File: config.mk
export PLATFORM = sky130hd
export DESIGN_NAME = acs_device_flat
export DESIGN_NICKNAME = d
export VERILOG_FILES = /design/src/acs_pkg.sv /design/src/acs_if.sv /design/src/acs_device.sv /design/src/flat_wrapper.sv
export SDC_FILE = /design/constraint.sdc
export NUM_CORES = 1
export LEC_CHECK = 0
export BUFFER_PORTS_ARGS = -buffer_cell sky130_fd_sc_hd__buf_2
export CAP_MARGIN = 15
export CELL_PAD_IN_SITES_DETAIL_PLACEMENT = 1
export CELL_PAD_IN_SITES_GLOBAL_PLACEMENT = 2
export CORE_MARGIN = 3
export CORE_UTILIZATION = 35
export DETAILED_ROUTE_END_ITERATION = 12
export PLACE_DENSITY = 0.77
export SLEW_MARGIN = 40
export SYNTH_ARGS = -nofsm -noshare
export SYNTH_HDL_FRONTEND = slang
export SYNTH_SLANG_ARGS = --single-unit
File: constraint.sdc
create_clock -name clk -period 4.8 [get_ports clk]
set_clock_uncertainty 0.05 [all_clocks]
set_input_delay 0.24 -clock clk [delete_from_list [all_inputs] [get_ports clk]]
set_output_delay 0.24 -clock clk [all_outputs]
set_load 0.02 [all_outputs]
File: src/acs_pkg.sv
package acs_pkg;
   // Clock and timing.
   localparam int unsigned CLK_PERIOD_NS = 5;
   localparam int unsigned CONV_V_MAX_NS = 9000;
   localparam int unsigned CONV_T_MAX_NS = 27000;
   localparam int unsigned CONV_V_CYC = CONV_V_MAX_NS / CLK_PERIOD_NS;
   localparam int unsigned CONV_T_CYC = CONV_T_MAX_NS / CLK_PERIOD_NS;
   localparam int unsigned START_MIN_NS = 20;
   localparam int unsigned START_LOW_CYC =
      (START_MIN_NS + CLK_PERIOD_NS - 1) / CLK_PERIOD_NS;
   localparam int unsigned SCLK_MIN_NS = 40;
   localparam int unsigned SCLK_MIN_CYC =
      (SCLK_MIN_NS + CLK_PERIOD_NS - 1) / CLK_PERIOD_NS;
   // Half period of the host serial clock, with margin for both synchronisers.
   localparam int unsigned SCLK_HALF_CYC = 12;
   localparam int unsigned CNT_W = 16;
   localparam int unsigned TMR_W = 8;

   // Data widths and channels.
   localparam int unsigned RESULT_W = 10;
   localparam int unsigned THRESH_W = 8;
   localparam int unsigned ADDR_W = 8;
   localparam int unsigned FRAME_W = 16;
   localparam int unsigned N_VIN = 4;
   localparam int unsigned BITS_W = 5;
   localparam logic [ADDR_W-1:0] CH_TEMP = 8'h00;
   localparam logic [ADDR_W-1:0] SEL_THRESH = 8'h0F;
   localparam logic [ADDR_W-1:0] ADDR_RST = 8'h00;
   localparam logic [THRESH_W-1:0] THRESH_RST = 8'hFF;
   localparam logic [BITS_W-1:0] FRAME_SHORT = 5'h08;
   localparam logic [BITS_W-1:0] FRAME_LONG = 5'h10;

   // Positions of the device pin inputs in its synchroniser.
   localparam int unsigned PIN_CONV = 0;
   localparam int unsigned PIN_CS = 1;
   localparam int unsigned PIN_RW = 2;
   localparam int unsigned PIN_SCLK = 3;
   localparam int unsigned PIN_DIN = 4;
   localparam int unsigned N_DEV_PINS = 5;

   // Positions of the host pin inputs in its synchroniser.
   localparam int unsigned HPIN_BUSY = 0;
   localparam int unsigned HPIN_OTF = 1;
   localparam int unsigned HPIN_DOUT = 2;
   localparam int unsigned N_HOST_PINS = 3;
endpackage

File: src/acs_if.sv
`timescale 1ns/10ps
`default_nettype none
interface acs_if;
   logic convert_start_n;
   logic busy;
   logic over_temp_flag_n;
   logic cs_n;
   logic rd_wr;
   logic sclk;
   logic din;
   logic dout;
   logic dout_oe;
   logic dout_bus;

   // Data out idles high through a pull-up while nobody drives it.
   assign dout_bus = dout_oe ? dout : 1'b1;

   modport dev (
      input convert_start_n, cs_n, rd_wr, sclk, din,
      output busy, over_temp_flag_n, dout, dout_oe
   );
   modport host (
      output convert_start_n, cs_n, rd_wr, sclk, din,
      input busy, over_temp_flag_n, dout_bus
   );
endinterface
`default_nettype wire

File: src/acs_device.sv
`timescale 1ns/10ps
`default_nettype none
// Behaviour
// - Falling convert start begins 10-bit conversion.
// - Hold on start edge, track after completion.
// - Convert start low at end: power down.
// - Busy high throughout every conversion.
// - Temperature result above threshold drives flag low.
// - Read edge with select low releases flag.
// - Serial port responds only with select low.
// - Data out released on read fall/select rise.
// - Shift out on falling, capture on rising.
// - Host drives read high, write low.
// - Four inputs plus temperature, chosen by address.
// - Voltage conversion completes within 9 us.
// - Temperature conversion completes within 27 us.
module acs_device #(
   parameter int unsigned CONV_V_CYC = acs_pkg::CONV_V_CYC,
   parameter int unsigned CONV_T_CYC = acs_pkg::CONV_T_CYC
) (
   // Link to the host.
   acs_if.dev link,
   // Clock and reset.
   input wire logic clk,
   input wire logic reset,
   // Digitised stand-ins for the analog inputs and temperature sensor.
   input wire logic [acs_pkg::N_VIN*acs_pkg::RESULT_W-1:0] analog_inputs,
   input wire logic [acs_pkg::RESULT_W-1:0] temp_code,
   // Converter state.
   output logic track_hold,
   output logic power_down,
   output logic [acs_pkg::RESULT_W-1:0] result
);
   localparam int unsigned RW = acs_pkg::RESULT_W;
   localparam int unsigned NP = acs_pkg::N_DEV_PINS;
   localparam int unsigned CW = acs_pkg::CNT_W;

   initial begin
      if (CONV_V_CYC < 1 || CONV_V_CYC >= (1 << CW) ||
          CONV_T_CYC < 1 || CONV_T_CYC >= (1 << CW)) begin
         $error("acs_device: conversion cycle count out of range");
      end
   end

   typedef enum logic {CV_IDLE, CV_RUN} acs_conv_t;

   // Pin synchroniser: stage 1 feeds stage 2 only, stage 3 finds edges.
   logic [NP-1:0] s1_q, s2_q, s3_q;
   logic [NP-1:0] pins;

   assign pins[acs_pkg::PIN_CONV] = link.convert_start_n;
   assign pins[acs_pkg::PIN_CS] = link.cs_n;
   assign pins[acs_pkg::PIN_RW] = link.rd_wr;
   assign pins[acs_pkg::PIN_SCLK] = link.sclk;
   assign pins[acs_pkg::PIN_DIN] = link.din;

   always_ff @(posedge clk) begin
      if (reset) begin
         s1_q <= '1;
         s2_q <= '1;
         s3_q <= '1;
      end else begin
         s1_q <= pins;
         s2_q <= s1_q;
         s3_q <= s2_q;
      end
   end

   logic conv_fall, conv_rise, conv_low;
   logic cs_low, cs_fall, cs_rise;
   logic rw_rise, rw_fall, rw_high;
   logic sclk_rise, sclk_fall, din_s;

   always_comb begin
      conv_low = ~s2_q[acs_pkg::PIN_CONV];
      conv_fall = s3_q[acs_pkg::PIN_CONV] & ~s2_q[acs_pkg::PIN_CONV];
      conv_rise = ~s3_q[acs_pkg::PIN_CONV] & s2_q[acs_pkg::PIN_CONV];
      cs_low = ~s2_q[acs_pkg::PIN_CS];
      cs_fall = s3_q[acs_pkg::PIN_CS] & ~s2_q[acs_pkg::PIN_CS];
      cs_rise = ~s3_q[acs_pkg::PIN_CS] & s2_q[acs_pkg::PIN_CS];
      rw_high = s2_q[acs_pkg::PIN_RW];
      rw_rise = ~s3_q[acs_pkg::PIN_RW] & s2_q[acs_pkg::PIN_RW];
      rw_fall = s3_q[acs_pkg::PIN_RW] & ~s2_q[acs_pkg::PIN_RW];
      sclk_rise = ~s3_q[acs_pkg::PIN_SCLK] & s2_q[acs_pkg::PIN_SCLK];
      sclk_fall = s3_q[acs_pkg::PIN_SCLK] & ~s2_q[acs_pkg::PIN_SCLK];
      din_s = s2_q[acs_pkg::PIN_DIN];
   end

   // Converter and serial port state.
   acs_conv_t state_q, state_d;
   logic [CW-1:0] cnt_q, cnt_d, lim_q, lim_d;
   logic busy_q, busy_d, hold_q, hold_d, pd_q, pd_d;
   logic temp_q, temp_d, otf_n_q, otf_n_d;
   logic [RW-1:0] sample_q, sample_d, result_q, result_d;
   logic [RW-1:0] osh_q, osh_d;
   logic dout_q, dout_d, oe_q, oe_d;
   logic [acs_pkg::FRAME_W-1:0] ish_q, ish_d;
   logic [acs_pkg::BITS_W-1:0] bits_q, bits_d;
   logic [acs_pkg::ADDR_W-1:0] addr_q, addr_d;
   logic [acs_pkg::THRESH_W-1:0] thr_q, thr_d;
   logic [RW-1:0] chan_val;
   logic otf_set, commit;
   logic [acs_pkg::ADDR_W-1:0] vin_idx;

   // The selected input as it would stand at the hold capacitor.
   always_comb begin
      vin_idx = addr_q - 8'h01;
      chan_val = '0;
      if (addr_q == acs_pkg::CH_TEMP) begin
         chan_val = temp_code;
      end else if (addr_q <= acs_pkg::ADDR_W'(acs_pkg::N_VIN)) begin
         chan_val = analog_inputs[vin_idx*RW +: RW];
      end
   end

   always_comb begin
      state_d = state_q;
      cnt_d = cnt_q;
      lim_d = lim_q;
      busy_d = busy_q;
      hold_d = hold_q;
      pd_d = pd_q;
      temp_d = temp_q;
      sample_d = sample_q;
      result_d = result_q;
      otf_set = 1'b0;
      case (state_q)
         CV_IDLE: begin
            if (conv_rise) begin
               pd_d = 1'b0;
            end
            if (conv_fall) begin
               state_d = CV_RUN;
               busy_d = 1'b1;
               hold_d = 1'b1;
               pd_d = 1'b0;
               cnt_d = '0;
               sample_d = chan_val;
               temp_d = (addr_q == acs_pkg::CH_TEMP);
               if (addr_q == acs_pkg::CH_TEMP) begin
                  lim_d = CW'(CONV_T_CYC - 1);
               end else begin
                  lim_d = CW'(CONV_V_CYC - 1);
               end
            end
         end
         CV_RUN: begin
            cnt_d = cnt_q + 1'b1;
            if (cnt_q == lim_q) begin
               state_d = CV_IDLE;
               busy_d = 1'b0;
               hold_d = 1'b0;
               result_d = sample_q;
               pd_d = conv_low;
               otf_set = temp_q &&
                  (sample_q[RW-1 -: acs_pkg::THRESH_W] > thr_q);
            end
         end
         default: begin
            state_d = CV_IDLE;
            busy_d = 1'b0;
            hold_d = 1'b0;
         end
      endcase
   end

   // Serial port, write capture, read shifting and the flag release.
   always_comb begin
      osh_d = osh_q;
      dout_d = dout_q;
      oe_d = oe_q;
      ish_d = ish_q;
      bits_d = bits_q;
      addr_d = addr_q;
      thr_d = thr_q;
      otf_n_d = otf_n_q;
      commit = cs_rise | (cs_low & rw_rise);
      if (commit) begin
         if (bits_q == acs_pkg::FRAME_SHORT) begin
            addr_d = ish_q[acs_pkg::ADDR_W-1:0];
         end else if (bits_q == acs_pkg::FRAME_LONG) begin
            addr_d = ish_q[acs_pkg::FRAME_W-1 -: acs_pkg::ADDR_W];
            if (ish_q[acs_pkg::FRAME_W-1 -: acs_pkg::ADDR_W] ==
                acs_pkg::SEL_THRESH) begin
               thr_d = ish_q[acs_pkg::THRESH_W-1:0];
            end
         end
         bits_d = '0;
      end
      if (cs_fall) begin
         bits_d = '0;
      end
      if (cs_low && !rw_high && sclk_rise) begin
         ish_d = {ish_q[acs_pkg::FRAME_W-2:0], din_s};
         if (bits_q != acs_pkg::FRAME_LONG) begin
            bits_d = bits_q + 1'b1;
         end
      end
      if (cs_low && rw_rise) begin
         osh_d = result_q;
         dout_d = result_q[RW-1];
         oe_d = 1'b1;
         otf_n_d = 1'b1;
      end else if (cs_low && rw_high && oe_q && sclk_fall) begin
         osh_d = {osh_q[RW-2:0], 1'b0};
         dout_d = osh_q[RW-2];
      end
      if (rw_fall || cs_rise) begin
         oe_d = 1'b0;
      end
      if (otf_set) begin
         otf_n_d = 1'b0;
      end
   end

   always_ff @(posedge clk) begin
      if (reset) begin
         state_q <= CV_IDLE;
         cnt_q <= '0;
         lim_q <= '0;
         busy_q <= 1'b0;
         hold_q <= 1'b0;
         pd_q <= 1'b0;
         temp_q <= 1'b0;
         sample_q <= '0;
         result_q <= '0;
         osh_q <= '0;
         dout_q <= 1'b0;
         oe_q <= 1'b0;
         ish_q <= '0;
         bits_q <= '0;
         addr_q <= acs_pkg::ADDR_RST;
         thr_q <= acs_pkg::THRESH_RST;
         otf_n_q <= 1'b1;
      end else begin
         state_q <= state_d;
         cnt_q <= cnt_d;
         lim_q <= lim_d;
         busy_q <= busy_d;
         hold_q <= hold_d;
         pd_q <= pd_d;
         temp_q <= temp_d;
         sample_q <= sample_d;
         result_q <= result_d;
         osh_q <= osh_d;
         dout_q <= dout_d;
         oe_q <= oe_d;
         ish_q <= ish_d;
         bits_q <= bits_d;
         addr_q <= addr_d;
         thr_q <= thr_d;
         otf_n_q <= otf_n_d;
      end
   end

   assign link.busy = busy_q;
   assign link.over_temp_flag_n = otf_n_q;
   assign link.dout = dout_q;
   assign link.dout_oe = oe_q;
   assign track_hold = hold_q;
   assign power_down = pd_q;
   assign result = result_q;
endmodule
`default_nettype wire

File: src/flat_wrapper.sv
// flat-port wrapper written by rule: the top's interface ports become plain ports
module acs_device_flat 
#(
   parameter int unsigned CONV_V_CYC = acs_pkg::CONV_V_CYC,
   parameter int unsigned CONV_T_CYC = acs_pkg::CONV_T_CYC
)
  (clk, reset, analog_inputs, temp_code, track_hold, power_down, result, link_convert_start_n, link_cs_n, link_rd_wr, link_sclk, link_din, link_busy, link_over_temp_flag_n, link_dout, link_dout_oe);
  acs_if link_i ();
  input wire logic clk;
  input wire logic reset;
  input wire logic [acs_pkg::N_VIN*acs_pkg::RESULT_W-1:0] analog_inputs;
  input wire logic [acs_pkg::RESULT_W-1:0] temp_code;
  output logic track_hold;
  output logic power_down;
  output logic [acs_pkg::RESULT_W-1:0] result;
  input wire logic [$bits(link_i.convert_start_n)-1:0] link_convert_start_n;
  input wire logic [$bits(link_i.cs_n)-1:0] link_cs_n;
  input wire logic [$bits(link_i.rd_wr)-1:0] link_rd_wr;
  input wire logic [$bits(link_i.sclk)-1:0] link_sclk;
  input wire logic [$bits(link_i.din)-1:0] link_din;
  output wire logic [$bits(link_i.busy)-1:0] link_busy;
  output wire logic [$bits(link_i.over_temp_flag_n)-1:0] link_over_temp_flag_n;
  output wire logic [$bits(link_i.dout)-1:0] link_dout;
  output wire logic [$bits(link_i.dout_oe)-1:0] link_dout_oe;
  assign link_i.convert_start_n = link_convert_start_n;
  assign link_i.cs_n = link_cs_n;
  assign link_i.rd_wr = link_rd_wr;
  assign link_i.sclk = link_sclk;
  assign link_i.din = link_din;
  assign link_busy = link_i.busy;
  assign link_over_temp_flag_n = link_i.over_temp_flag_n;
  assign link_dout = link_i.dout;
  assign link_dout_oe = link_i.dout_oe;
  acs_device #(.CONV_V_CYC(CONV_V_CYC), .CONV_T_CYC(CONV_T_CYC)) u_core (.link(link_i), .clk(clk), .reset(reset), .analog_inputs(analog_inputs), .temp_code(temp_code), .track_hold(track_hold), .power_down(power_down), .result(result));
endmodule
Word-level counts from Yosys, hierarchy flattened
Cells that the tools add are included.
- flip-flop bits (word level): 119
- bits in read-only memories: 0
- bits in latches: 0
- memory bits (writable): 0
- memories kept: 0
- shift operators: 1
- div/mod/pow operators: 0
- equality and inequality tests: 8
- $add $sub $neg: 3
- muxes and demuxes: 29
- magnitude comparators: 2
- bitwise operators: 20
- reduce and logical (&&, ||, !) cells: 20
- $mul: 1
- operators with widths (kind ; count):
    $shiftx 40x13->10 ; 1
    $pmux 16 s2 ; 1
    $mux 10 ; 2
    $mux 5 ; 4
    $mux 9 ; 2
    $add 16x1->16 const B ; 1
    $eq 16x16->1 ; 1
    $mux 16 ; 1
    $mux 8 ; 2
    $mux 1 ; 13
    $mux 13 ; 1
    $mul 8x3->11 const B ; 1
    $not 1->1 ; 10
    $reduce_and 2->1 ; 5
    $and 1x1->1 ; 9
    $eq 8x4->1 const B ; 1
    $gt 8x8->1 ; 1
    $le 8x3->1 const B ; 1
    $logic_not 8->1 ; 1
    $sub 8x1->8 const B ; 1
    $logic_and 1x1->1 ; 7
    $pmux 1 s2 ; 3
    $reduce_bool 2->1 ; 3
    $add 5x1->5 const B ; 1
    other kinds (11) ; 11

Depth between registers and ports, before layout
Gate-level depths: netlist (run 1).
- depth after elaboration: 8
- depth in mapped cells: 9

Worst setup path before layout (run 1)
Ideal clock, no wire load.
- kind: reg2reg
- start point: reg u_core.addr_q[0] (netlist name)
- end point: reg u_core.sample_q[3]
- stages on the path, launching flop included: 8
- period minus slack after synthesis: 2.252 ns
- setup slack: 2.548 ns
- path buffers: 2
- arrival: 2.081 ns
- library setup time: 0.122 ns
- cells stage by stage: dfxtp_1 buf_2 inv_1 ha_1 clkbuf_1 mux4_2 nor2b_1 a221o_1
- longest elaborated chain between the ends: 5
- elaborated cells between the ends (all ways): 7
- those cells by class: add/sub: 1; mul: 1; order compare: 1; shift: 1; mux: 2; reduce/logical: 1
- ends and longest elaborated chain (item ; RTL line ; source):
    start, declared ; acs_device.sv:99 ; logic [acs_pkg::ADDR_W-1:0] addr_q, addr_d;
    start signal, assigned ; acs_device.sv:232 ; addr_q <= acs_pkg::ADDR_RST;
    start signal, assigned ; acs_device.sv:250 ; addr_q <= addr_d;
    $sub 8x1->8 ; acs_device.sv:107 ; vin_idx = addr_q - 8'h01;
    $mul 8x3->11 ; acs_device.sv:112 ; chan_val = analog_inputs[vin_idx*RW +: RW];
    $shiftx 40x13->10 ; acs_device.sv:112 ;
    $mux 10 ; acs_device.sv:111 ; end else if (addr_q <= acs_pkg::ADDR_W'(acs_pkg::N_VIN)) begin
    $mux 10 (*) ; acs_device.sv:109 ; if (addr_q == acs_pkg::CH_TEMP) begin
    end signal, assigned ; acs_device.sv:243 ; sample_q <= sample_d;
    end, declared ; acs_device.sv:94 ; logic [RW-1:0] sample_q, sample_d, result_q, result_d;
Every way passes the cells marked *; elsewhere a longest branch is shown, timed or not.
A chain may end at the register's enable or synchronous reset.

Worst setup path in the final report (run 1)
Same ends and word-level chain as after synthesis.

==> flow_summary.rst, run 1 <==
.. list-table::
   :header-rows: 1

   * - Metric
     - Value
   * - Result of the run
     - completed
   * - Via count of the first global-routing pass
     - 4015
   * - Synthesis-stage register bit count
     - 105
   * - Routed wire length per instance
     - 17.2 µm
   * - Design area
     - 0.00549 mm²
   * - # hold bufs at CTS
     - 0
   * - Clock net sink count
     - 105
   * - Placed Cells incl. Taps
     - 737
   * - Max stage delay on crit path
     - 0.81 ns
   * - Post-synth design cell area
     - 0.00472 mm²
   * - TritonCTS buffer count
     - 9
   * - Placeable core region
     - 0.0129 mm²
   * - Count of mapped cells out of synthesis
     - 516
   * - CTS tree
     - done
   * - DRC
     - 0
   * - Global placement routability congestion
     - 0.848
   * - Die ar.
     - 0.0149 mm²
   * - Number of nets produced by synthesis
     - 586
   * - Y dimension of the die
     - 122 µm
   * - Most frequent cell after synthesis
     - sky130_fd_sc_hd__dfxtp_1
   * - Post-route setup TNS
     - 0 ns
   * - Family with the most delay on the worst path
     - flip-flops
   * - CP Launch Type
     - register
   * - Ordered list of cells on the worst path
     - inv_1, ha_1, nor3_1, nand3_1, a2111o_1, nor2b_1, a221o_1
   * - Data required time at the worst endpoint
     - 5.04 ns
   * - Placed instance area
     - 0.00522 mm²
   * - Global router's overall resource usage
     - 18.0%
   * - Number of setup buffers added after CTS
     - 0
   * - Post-route worst hold slack
     - 0.0242 ns
   * - Layout filler cell count
     - 1519
   * - Multi-input gate area in the final layout
     - 0.00245 mm²
   * - Final cycle utilization of the critical path
     - 52.6%
   * - Via count normalized by instance count
     - 5.31
   * - Layout cell share with drive strength beyond 1
     - 22.8%
   * - Commonest cells post-synth
     - sky130_fd_sc_hd__dfxtp_1, sky130_fd_sc_hd__nand2_1, sky130_fd_sc_hd__nor2_1
   * - Area fraction of the dominant cell type after synthesis
     - 44.6%
   * - Initial standard-cell utilization of the core
     - 36.6%
   * - Power density relative to cell area
     - 306 mW/mm²
   * - Pre-CTS WS
     - 2.23 ns
   * - Post-route antenna net violation count
     - 0
   * - Number of violations reported at the end of detailed-routing iteration 0
     - 218
   * - Setup-violating endpoint count in the final report
     - 0
   * - Synthesis-to-layout area growth
     - 16.4%
   * - CTS-repair resized insts
     - 0
   * - Clock insertion delay at the later pin of the skew report
     - 0.35 ns
   * - Top cells by area in the synthesized netlist
     - sky130_fd_sc_hd__dfxtp_1, sky130_fd_sc_hd__nand2_1, sky130_fd_sc_hd__mux4_2
   * - Count of antenna diodes in the layout
     - 0
   * - Final Hold Violating Endpoints
     - 0
   * - Clock root cell
     - sky130_fd_sc_hd__clkbuf_16
   * - HPWL Detailed
     - 9.71 mm
   * - Antenna violations before repair
     - 0
   * - Max Slew Vio Count
     - 0
   * - Number of buffers inserted by port buffering
     - 72
   * - RSZ-0062 raised after global routing
     - no
   * - Number of flops mapped to enable cells by yosys
     - 0
   * - Static leakage
     - 2.16 nW
   * - Data arrival time of the critical path
     - 2.76 ns
   * - Sequential cell area
     - 0.00210 mm²
   * - Count of placed standard cells in the final layout, fillers left out
     - 751
   * - Total gr overflow
     - 0
   * - FMAX
     - 396 MHz
   * - Synth warn
     - 0
   * - Relative slew slack
     - 49.9%
   * - Distinct cell type count after synthesis
     - 56
   * - Clk buf depth
     - 2
   * - Net count of the finished layout
     - 646
   * - Capturing element type of the critical path
     - register
   * - H-Tree Depth
     - 3
   * - Worst-path cell with the longest stage delay
     - sky130_fd_sc_hd__dfxtp_1
   * - Biggest fanout along the worst timing path
     - 14
   * - Synth Area per Inst
     - 9.14 µm²
   * - Highest ir drop seen on vdd
     - 175 µV
   * - Slew at the pin closest to its max-slew limit
     - 0.750 ns
   * - I/O pin count
     - 73
   * - Number of vias after detailed routing
     - 3991
   * - Max-Cap Viols
     - 0
   * - Final Routed Wirelength
     - 12.9 mm
   * - Share of flip-flops with an asynchronous set or reset after synthesis
     - 0%
   * - Post-route worst setup slack
     - 2.27 ns
   * - Reg clk slew, reported paths
     - 0.07 ns
   * - Path type of the worst setup path
     - reg -> reg
   * - Tightest Hold Check Type
     - in -> reg
   * - Global-route wire length before repair
     - 21.1 mm
   * - Row count
     - 41
   * - Minimum clock period
     - 2.53 ns
   * - Proportion of synthesized chip area in sequential cells
     - 44.6%
   * - Die outline width
     - 122 µm
   * - Largest net degree at the start of global routing
     - 47
   * - Post-synth top flop
     - sky130_fd_sc_hd__dfxtp_1
   * - Number of buffer and inverter instances along the worst setup path
     - 1
   * - First-pass detailed-route iteration total
     - 4
   * - Library cell with the largest summed area after synthesis
     - sky130_fd_sc_hd__dfxtp_1
metrics by stage:
step | utilization, % | total power, mW
floorplan | - | 0.963
CTS | 42.6 | 1.71
global placement | 40.4 | 1.01
detailed placement | 40.5 | 1.01
global route | 42.7 | 1.75
finish | 42.7 | 1.68
layout by cell type (no fill, tap or decap), drive strengths merged, types with 2 or more instances in the layout:
master	synthesis	final
dfxtp	105	105
nand2	77	77
buf	6	76
nor2	59	59
a21oi	32	32
mux2i	22	22
or2	18	18
nor2b	15	15
inv	15	15
nand3	14	14
ha	13	13
a211oi	12	12
clkbuf	21	11
o211ai	10	10
mux4	10	10
a311oi	9	9
a221o	9	9
nor3	9	9
nand4	8	8
or3	5	5
xnor2	5	5
a2111oi	4	4
and3	4	4
a21o	3	3
clkinv	1	3
and2	2	2
nand4b	2	2
o21ai	2	2
mux2	2	2
xor2	2	2
nor4	2	2
a221oi	2	2
flip-flops by register name, indices dropped and copies added, names as in the netlist, 3 cells and up:
signal,count
u_core.cnt_q,16
u_core.ish_q,16
u_core.result,10
u_core.sample_q,10
u_core.osh_q,9
u_core.addr_q,8
u_core.thr_q,8
u_core.bits_q,5
u_core.s1_q,5
u_core.s2_q,5
u_core.s3_q,4
u_core.lim_q,3
cells by family (layout without fill, tap and decap cells):
family                     Yosys count  after routing  share of synthesized area, %
DFF                                105            105                          44.6
adders and majority gates           13             13                          3.45
and+or+nand+nor                    224            224                          23.0
buffers and inverters               43            106                          3.69
AOI/OAI and AO/OA                   90             90                          14.1
xor gates and xnor gates             7              7                          1.30
muxes                               34             34                          9.92
layout make-up:
cell class                      instances  area share (%)
Clock buffer                           11            4.60
Inverter                               16            1.09
Sequential cell                       105            38.3
Tap cell                              172            3.92
Multi-Input combinational cell        368            44.6
Clock inverter                          3           0.319
Timing Repair Buffer                   76            7.15
layer usage:
layer	track usage (%)	up-vias	part of all wire, %
met5	0	-	0
met4	5.88	0	1.3
met3	3.02	12	6.8
met2	27.8	118	44
met1	25.6	1917	48
li1	-	1944	-
path summary, 6_finish.rpt:
kind	start	to	slack [ns]	cells past startpoint
max	u_core.addr_q[0]$_SDFFE_PP0P_	u_core.sample_q[3]$_SDFFE_PP0P_	2.27	7
min reg2reg	u_core.s1_q[4]$_SDFF_PP1_	u_core.s2_q[4]$_SDFF_PP1_	0.36	1
min	link_rd_wr	u_core.s1_q[2]$_SDFF_PP1_	0.02	2
max reg2reg	u_core.addr_q[0]$_SDFFE_PP0P_	u_core.sample_q[3]$_SDFFE_PP0P_	2.27	7
power by group:
group	switching (mW)	internal [mW]
registers	0.0123	0.883
clock network	0.320	0.373
logic	0.0497	0.0433
total	0.382	1.30
Note: power is estimated with default switching activity, not from simulation.
==> run 2: changes to the inputs <==
--- a/config.mk
+++ b/config.mk
@@ -10,9 +10,9 @@
 export CELL_PAD_IN_SITES_DETAIL_PLACEMENT = 1
 export CELL_PAD_IN_SITES_GLOBAL_PLACEMENT = 2
 export CORE_MARGIN = 3
-export CORE_UTILIZATION = 35
+export CORE_UTILIZATION = 31
 export DETAILED_ROUTE_END_ITERATION = 12
-export PLACE_DENSITY = 0.77
+export PLACE_DENSITY = 0.72
 export SLEW_MARGIN = 40
 export SYNTH_ARGS = -nofsm -noshare
 export SYNTH_HDL_FRONTEND = slang
==> constraint.sdc (replaced) <==
create_clock -name clk -period 2.1 [get_ports clk]
set_clock_uncertainty 0.05 [all_clocks]
set_input_delay 0.105 -clock clk [delete_from_list [all_inputs] [get_ports clk]]
set_output_delay 0.105 -clock clk [all_outputs]
set_load 0.02 [all_outputs]
==> flow_summary.rst, run 2 (synthesized netlist as in run 1, its figures left out) <==
.. list-table::
   :header-rows: 1

   * - Metric
     - Value
   * - Result of the run
     - completed
   * - Row count
     - 44 (+7.3%)
   * - Registers with the highest flip-flop counts
     - u_core.cnt_q x16, u_core.ish_q x16
   * - Y dimension of the die
     - 129 µm (+6.0%)
   * - Number of vias after detailed routing
     - 4024 (+0.83%)
   * - Most frequent cells in the layout
     - sky130_fd_sc_hd__dfxtp_1, sky130_fd_sc_hd__nand2_1, sky130_fd_sc_hd__buf_2
   * - Data required time at the worst endpoint
     - 2.29 ns (-2.75 ns)
   * - Count of placed standard cells in the final layout, fillers left out
     - 800 (+6.5%)
   * - Max-Cap Viols
     - 0 (unchanged)
   * - Capturing element type of the critical path
     - register
   * - CTS tree
     - done
   * - Initial standard-cell utilization of the core
     - 32.1% (-4.5 points)
   * - Layout filler cell count
     - 1729 (+14%)
   * - CP Launch Type
     - register
   * - Synthesis-to-layout area growth
     - 23.7%
   * - I/O pin count
     - 73 (unchanged)
   * - Static leakage
     - 2.34 nW (+8.0%)
   * - Post-route antenna net violation count
     - 0 (unchanged)
   * - Path type of the worst setup path
     - reg -> reg
   * - Setup-violating endpoint count in the final report
     - 0 (unchanged)
   * - First-pass detailed-route iteration total
     - 4 (unchanged)
   * - Final cycle utilization of the critical path
     - 92.3% (+40 points)
   * - Placed instance area
     - 0.00541 mm² (+3.8%)
   * - Via count of the first global-routing pass
     - 4113 (+2.4%)
   * - Post-route worst hold slack
     - 0.154 ns (+0.130 ns)
   * - Tightest Hold Check Type
     - in -> reg
   * - Global placement routability congestion
     - 0.810 (-4.5%)
   * - Die ar.
     - 0.0167 mm² (+12%)
   * - Biggest fanout along the worst timing path
     - 13 (-1)
   * - FMAX
     - 516 MHz (+30%)
   * - Slew at the pin closest to its max-slew limit
     - 0.531 ns (-0.219 ns)
   * - Final Hold Violating Endpoints
     - 0 (unchanged)
   * - HPWL Detailed
     - 9.64 mm (-0.76%)
   * - Data arrival time of the critical path
     - 2.13 ns (-0.63 ns)
   * - DRC
     - 0 (unchanged)
   * - Die outline width
     - 129 µm (+6.0%)
   * - Power density relative to cell area
     - 666 mW/mm² (+120%)
   * - Antenna violations before repair
     - 0 (unchanged)
   * - Overall power of the completed layout
     - 3.89 mW (+130%)
   * - Post-route worst setup slack
     - 0.161 ns (-2.11 ns)
   * - Routed wire length per instance
     - 16.1 µm (-6.3%)
   * - Pre-CTS WS
     - 0.0319 ns (-2.20 ns)
   * - RSZ-0062 raised after global routing
     - no
   * - Share of the core filled with cells in the final layout
     - 39.7% (-3.0 points)
   * - Net count of the finished layout
     - 681 (+5.4%)
   * - Commonest non-fill, non-tap cell in the layout
     - sky130_fd_sc_hd__dfxtp_1
   * - Reg clk slew, reported paths
     - 0.07 ns (about the same)
   * - Global-route wire length before repair
     - 21.1 mm (-0.27%)
   * - Largest net degree at the start of global routing
     - 43 (-8.5%)
   * - Post-route setup TNS
     - 0 ns (unchanged)
   * - Relative slew slack
     - 64.6% (+15 points)
   * - Total gr overflow
     - 0 (unchanged)
   * - Clock root cell
     - sky130_fd_sc_hd__clkbuf_16
   * - Placed Cells incl. Taps
     - 770 (+4.5%)
   * - Count of antenna diodes in the layout
     - 0 (unchanged)
   * - Design area
     - 0.00584 mm² (+6.2%)
   * - TritonCTS buffer count
     - 9 (unchanged)
   * - Layout cell share with drive strength beyond 1
     - 25.2% (+2.4 points)
   * - Placeable core region
     - 0.0147 mm² (+14%)
   * - Global router's overall resource usage
     - 16.0% (-2.0 points)
   * - Max Slew Vio Count
     - 0 (unchanged)
   * - Clock insertion delay at the later pin of the skew report
     - 0.35 ns (about the same)
   * - Minimum clock period
     - 1.94 ns (-0.588 ns)
   * - Number of buffers inserted by port buffering
     - 72 (unchanged)
   * - Final Routed Wirelength
     - 12.9 mm (-0.21%)
   * - Number of violations reported at the end of detailed-routing iteration 0
     - 174 (-20%)
   * - Highest ir drop seen on vdd
     - 370 µV (+110%)
   * - Clock net sink count
     - 105 (unchanged)
   * - Clk buf depth
     - 2 (unchanged)
   * - H-Tree Depth
     - 3 (unchanged)
   * - Via count normalized by instance count
     - 5.03 (-5.3%)
==> run 2: power by group <==
group          total [mW]  internal (mW)  switching [mW]
logic               0.245          0.128           0.117
clock network        1.60          0.815           0.785
registers            2.04           2.02          0.0244
total                3.89           2.96           0.926
==> run 2: area by class of cell <==
class	instances	area (µm²)	share of cell area, %
clock buffers	9	225	3.86
clock inverters	7	52.6	0.901
inverters	16	60.1	1.03
multi-input cells	368	2450	42.0
flip-flops and latches	105	2100	36.0
well taps	184	230	3.95
repair buffers	111	713	12.2
==> run 2: final timing paths <==
check | start | end | slack [ns] | depth (start not counted)
worst min register to register | u_core.s1_q[4]$_SDFF_PP1_ | u_core.s2_q[4]$_SDFF_PP1_ | 0.37 | 1
worst min-delay path | reset | u_core.cnt_q[7]$_SDFFE_PP0P_ | 0.15 | 2
worst max-delay path | u_core.addr_q[0]$_SDFFE_PP0P_ | u_core.sample_q[1]$_SDFFE_PP0P_ | 0.16 | 6
worst max register to register | u_core.addr_q[0]$_SDFFE_PP0P_ | u_core.sample_q[1]$_SDFFE_PP0P_ | 0.16 | 6
==> run 2: timing repair <==
action	CTS	global route
gates resized for setup	0	1
hold buffers	14	0
setup endpoints to repair	0	10
endpoints found under the hold margin	14	0
setup buffers	0	0
==> run 2: critical path: stages (launching register included) <==
cell	delay, ns
sky130_fd_sc_hd__dfxtp_1	0.32
sky130_fd_sc_hd__buf_4	0.22
sky130_fd_sc_hd__or3_1	0.39
sky130_fd_sc_hd__nand3_1	0.12
sky130_fd_sc_hd__a2111o_1	0.37
sky130_fd_sc_hd__nor2b_1	0.09
sky130_fd_sc_hd__a221o_1	0.28
==> run 2: routing by layer <==
metal  global-route usage [%]  routed length [µm]  vias to the layer above
li1                         -                   -                     2023
met1                     20.3                6130                     1912
met2                     26.9                5980                       78
met3                     3.92                 633                       11
met4                     5.31                 173                        0
met5                        0                   0                        -
==> run 3: changes to the inputs <==
--- a/config.mk
+++ b/config.mk
@@ -9,7 +9,6 @@
 export CAP_MARGIN = 15
 export CELL_PAD_IN_SITES_DETAIL_PLACEMENT = 1
 export CELL_PAD_IN_SITES_GLOBAL_PLACEMENT = 2
-export CORE_MARGIN = 3
 export CORE_UTILIZATION = 31
 export DETAILED_ROUTE_END_ITERATION = 12
 export PLACE_DENSITY = 0.72
==> flow_summary.rst, run 3 (synthesized netlist as in run 1, its figures left out) <==
.. list-table::
   :header-rows: 1

   * - Metric
     - Value
   * - Result of the run
     - complete, but fails checks
   * - Violations in the final reports
     - design-rule violations
   * - Pre-CTS WS
     - 0.107 ns (+0.0752 ns)
   * - Ordered list of cells on the worst path
     - inv_1, ha_1, nor3_1, nand3_1, a2111o_1, nor2b_1, a221o_1
   * - Overall power of the completed layout
     - 4.12 mW (+6.1%)
   * - Via count of the first global-routing pass
     - 4119 (+0.15%)
   * - Die ar.
     - 0.0157 mm² (-6.1%)
   * - Design area
     - 0.00589 mm² (+0.90%)
   * - Max stage delay on crit path
     - 0.54 ns (+0.15 ns)
   * - Portion of total power attributed to the clock network
     - 44.8% (+3.6 points)
   * - Seq pwr share
     - 49.5% (-3.0 points)
   * - I/O pin count
     - 73 (unchanged)
   * - Post-route setup TNS
     - 0 ns (unchanged)
   * - Minimum clock period
     - 1.97 ns (+0.0333 ns)
   * - Y dimension of the die
     - 125 µm (-3.1%)
   * - Final cycle utilization of the critical path
     - 93.9% (+1.6 points)
   * - H-Tree Depth
     - 3 (unchanged)
   * - Placed instance area
     - 0.00540 mm² (-0.23%)
   * - Path type of the worst setup path
     - reg -> reg
   * - Clock net sink count
     - 105 (unchanged)
   * - Via count normalized by instance count
     - 5.03 (about the same)
   * - Final Hold Violating Endpoints
     - 0 (unchanged)
   * - Biggest fanout along the worst timing path
     - 9 (-4)
   * - Final Routed Wirelength
     - 13.0 mm (+0.40%)
   * - Routed wire length per instance
     - 16.2 µm (+0.28%)
   * - Global placement routability congestion
     - 0.821 (+1.4%)
   * - Worst-path cell with the longest stage delay
     - sky130_fd_sc_hd__a2111o_1
   * - Switching portion of total power
     - 22.5% (-1.3 points)
   * - Initial standard-cell utilization of the core
     - 32.1% (unchanged)
   * - Reg clk slew, reported paths
     - 0.07 ns (about the same)
   * - Global-route wire length before repair
     - 21.5 mm (+2.1%)
   * - Cell depth of the worst setup path
     - 7 (+1)
   * - Tightest Hold Check Type
     - in -> reg
   * - Post-route worst setup slack
     - 0.127 ns (-0.0333 ns)
   * - FMAX
     - 507 MHz (-1.7%)
   * - HPWL Detailed
     - 9.68 mm (+0.46%)
   * - Number of vias after detailed routing
     - 4029 (+0.12%)
   * - Largest net degree at the start of global routing
     - 42 (-2.3%)
   * - Max Slew Vio Count
     - 0 (unchanged)
   * - Layout filler cell count
     - 1706 (-1.3%)
   * - Number of buffer and inverter instances along the worst setup path
     - 1 (unchanged)
   * - CP Launch Type
     - register
   * - Crit path from
     - u_core.addr_q[0]$_SDFFE_PP0P_
   * - Max-Cap Viols
     - 0 (unchanged)
   * - Static leakage
     - 2.36 nW (+0.82%)
   * - Setup-violating endpoint count in the final report
     - 0 (unchanged)
   * - CTS tree
     - done
   * - Family with the most delay on the worst path
     - compound AO/OA/AOI/OAI gates
   * - Switch Pwr
     - 927 µW (+0.15%)
   * - Layout cell share with drive strength beyond 1
     - 25.3% (+0.12 points)
   * - Combinational cell fraction of total power
     - 5.7% (-0.6 points)
   * - Row count
     - 44 (unchanged)
   * - Count of placed standard cells in the final layout, fillers left out
     - 801 (+0.13%)
   * - Die outline width
     - 125 µm (-3.1%)
   * - Post-route antenna net violation count
     - 0 (unchanged)
   * - Relative slew slack
     - 72.8% (+8.2 points)
   * - Global router's overall resource usage
     - 17.4% (+1.4 points)
   * - Placed Cells incl. Taps
     - 770 (unchanged)
   * - Slew at the pin closest to its max-slew limit
     - 0.407 ns (-0.124 ns)
   * - Net count of the finished layout
     - 682 (+0.15%)
   * - Antenna violations before repair
     - 0 (unchanged)
   * - Highest ir drop seen on vdd
     - 398 µV (+7.5%)
   * - Total gr overflow
     - 0 (unchanged)
   * - Setup slack, reg-to-reg
     - 0.13 ns (-0.03 ns)
   * - RSZ-0062 raised after global routing
     - yes
   * - Cell Int Power
     - 3.20 mW (+8.0%)
   * - Worst r2r dst
     - u_core.sample_q[9]$_SDFFE_PP0P_
   * - Clock insertion delay at the later pin of the skew report
     - 0.36 ns (about the same)
   * - Number of violations reported at the end of detailed-routing iteration 0
     - 199 (+14%)
   * - Clock root cell
     - sky130_fd_sc_hd__clkbuf_16
   * - Capturing element type of the critical path
     - register
   * - Commonest non-fill, non-tap cell in the layout
     - sky130_fd_sc_hd__dfxtp_1
   * - First-pass detailed-route iteration total
     - 9 (+5)
   * - Clk buf depth
     - 2 (unchanged)
   * - Reg-to-reg startpoint
     - u_core.addr_q[0]$_SDFFE_PP0P_
   * - DRC
     - 14 (+14)
   * - Data arrival time of the critical path
     - 2.22 ns (+0.09 ns)
   * - Registers with the highest flip-flop counts
     - u_core.cnt_q x16, u_core.ish_q x16
   * - Count of antenna diodes in the layout
     - 0 (unchanged)
   * - Last element of the critical path
     - u_core.sample_q[9]$_SDFFE_PP0P_
   * - Number of buffers inserted by port buffering
     - 72 (unchanged)
   * - Placeable core region
     - 0.0147 mm² (unchanged)
   * - Power density relative to cell area
     - 700 mW/mm² (+5.2%)
   * - Synthesis-to-layout area growth
     - 24.8%
   * - Most frequent cells in the layout
     - sky130_fd_sc_hd__dfxtp_1, sky130_fd_sc_hd__nand2_1, sky130_fd_sc_hd__buf_2
   * - TritonCTS buffer count
     - 9 (unchanged)
   * - Data required time at the worst endpoint
     - 2.34 ns (+0.05 ns)
   * - Depth of the most critical reg-to-reg path
     - 7 (+1)
run 3: cell types whose count changed in the layout (fill, tap and decap cells not counted), moves of 2 or more:
cell / before / now
sky130_fd_sc_hd__buf_4: 23 / 25
sky130_fd_sc_hd__bufinv_16: 0 / 2
sky130_fd_sc_hd__clkinv_2: 2 / 0
sky130_fd_sc_hd__clkinvlp_4: 1 / 3
sky130_fd_sc_hd__inv_6: 3 / 1
run 3: worst reg2reg max path, delay by kind of cell, from the launching register on:
family | cells | cell delay, ns
adders and majority gates | 1 | 0.22
DFF | 1 | 0.36
AOI/OAI and AO/OA | 2 | 0.69
buffers and inverters | 1 | 0.07
and+or+nand+nor | 3 | 0.53
run 3: cell type report:
cell class	instances	area [µm²]	share of cell area (%)
Clock buffer	9	225	3.82
Clock inverter	7	103	1.74
Inverter	16	60.1	1.02
Multi-Input combinational cell	368	2460	41.8
Sequential cell	105	2100	35.7
Tap cell	184	230	3.91
Timing Repair Buffer	112	708	12.0
run 3: worst min-delay path by stage:
stage,from,endpoint,slack (ns),cells past startpoint
CTS,reset,u_core.lim_q[10]$_SDFFE_PP0P_,0.07,2
floorplan,link_convert_start_n,u_core.s1_q[0]$_SDFF_PP1_,0.16,1
finish,reset,u_core.lim_q[10]$_SDFFE_PP0P_,0.08,2
global placement,link_rd_wr,u_core.s1_q[2]$_SDFF_PP1_,0.24,2
detailed placement,link_cs_n,u_core.s1_q[1]$_SDFF_PP1_,0.24,2
global route,reset,u_core.cnt_q[13]$_SDFFE_PP0P_,0.1,2
run 3: what timing repair did:
item | CTS | global route
endpoints found under the setup margin | 0 | 11
hold buffers | 14 | 0
resized for setup | 0 | 2
endpoints found under the hold margin | 14 | 0
setup buffers | 0 | 1
run 3: power groups by stage:
stage	combinational, mW	clock, mW	sequential, mW
after floorplan	0.120	0	2.08
after global placement	0.215	0	2.09
after detailed placement	0.219	0	2.09
after CTS	0.242	1.92	2.04
after global routing	0.260	2.00	2.05
final	0.237	1.85	2.04
run 3: routing by layer:
metal  up-vias  routed length [µm]  track usage [%]
met5         -                   0                0
met1      1923                6250             22.4
met3         2                 539             3.72
li1       2021                   -                -
met4         0                  51             6.31
met2        83                6120             28.6
run 3: through the flow:
stage | hold WS, ns | utilization, %
6_report | 0.0813 | 40.1
5_1_grt | 0.0967 | 40.1
4_1_cts | 0.0663 | 39.9
3_5_place_dp | 0.241 | 36.7
3_3_place_gp | 0.237 | 36.7
2_1_floorplan | 0.159 | -
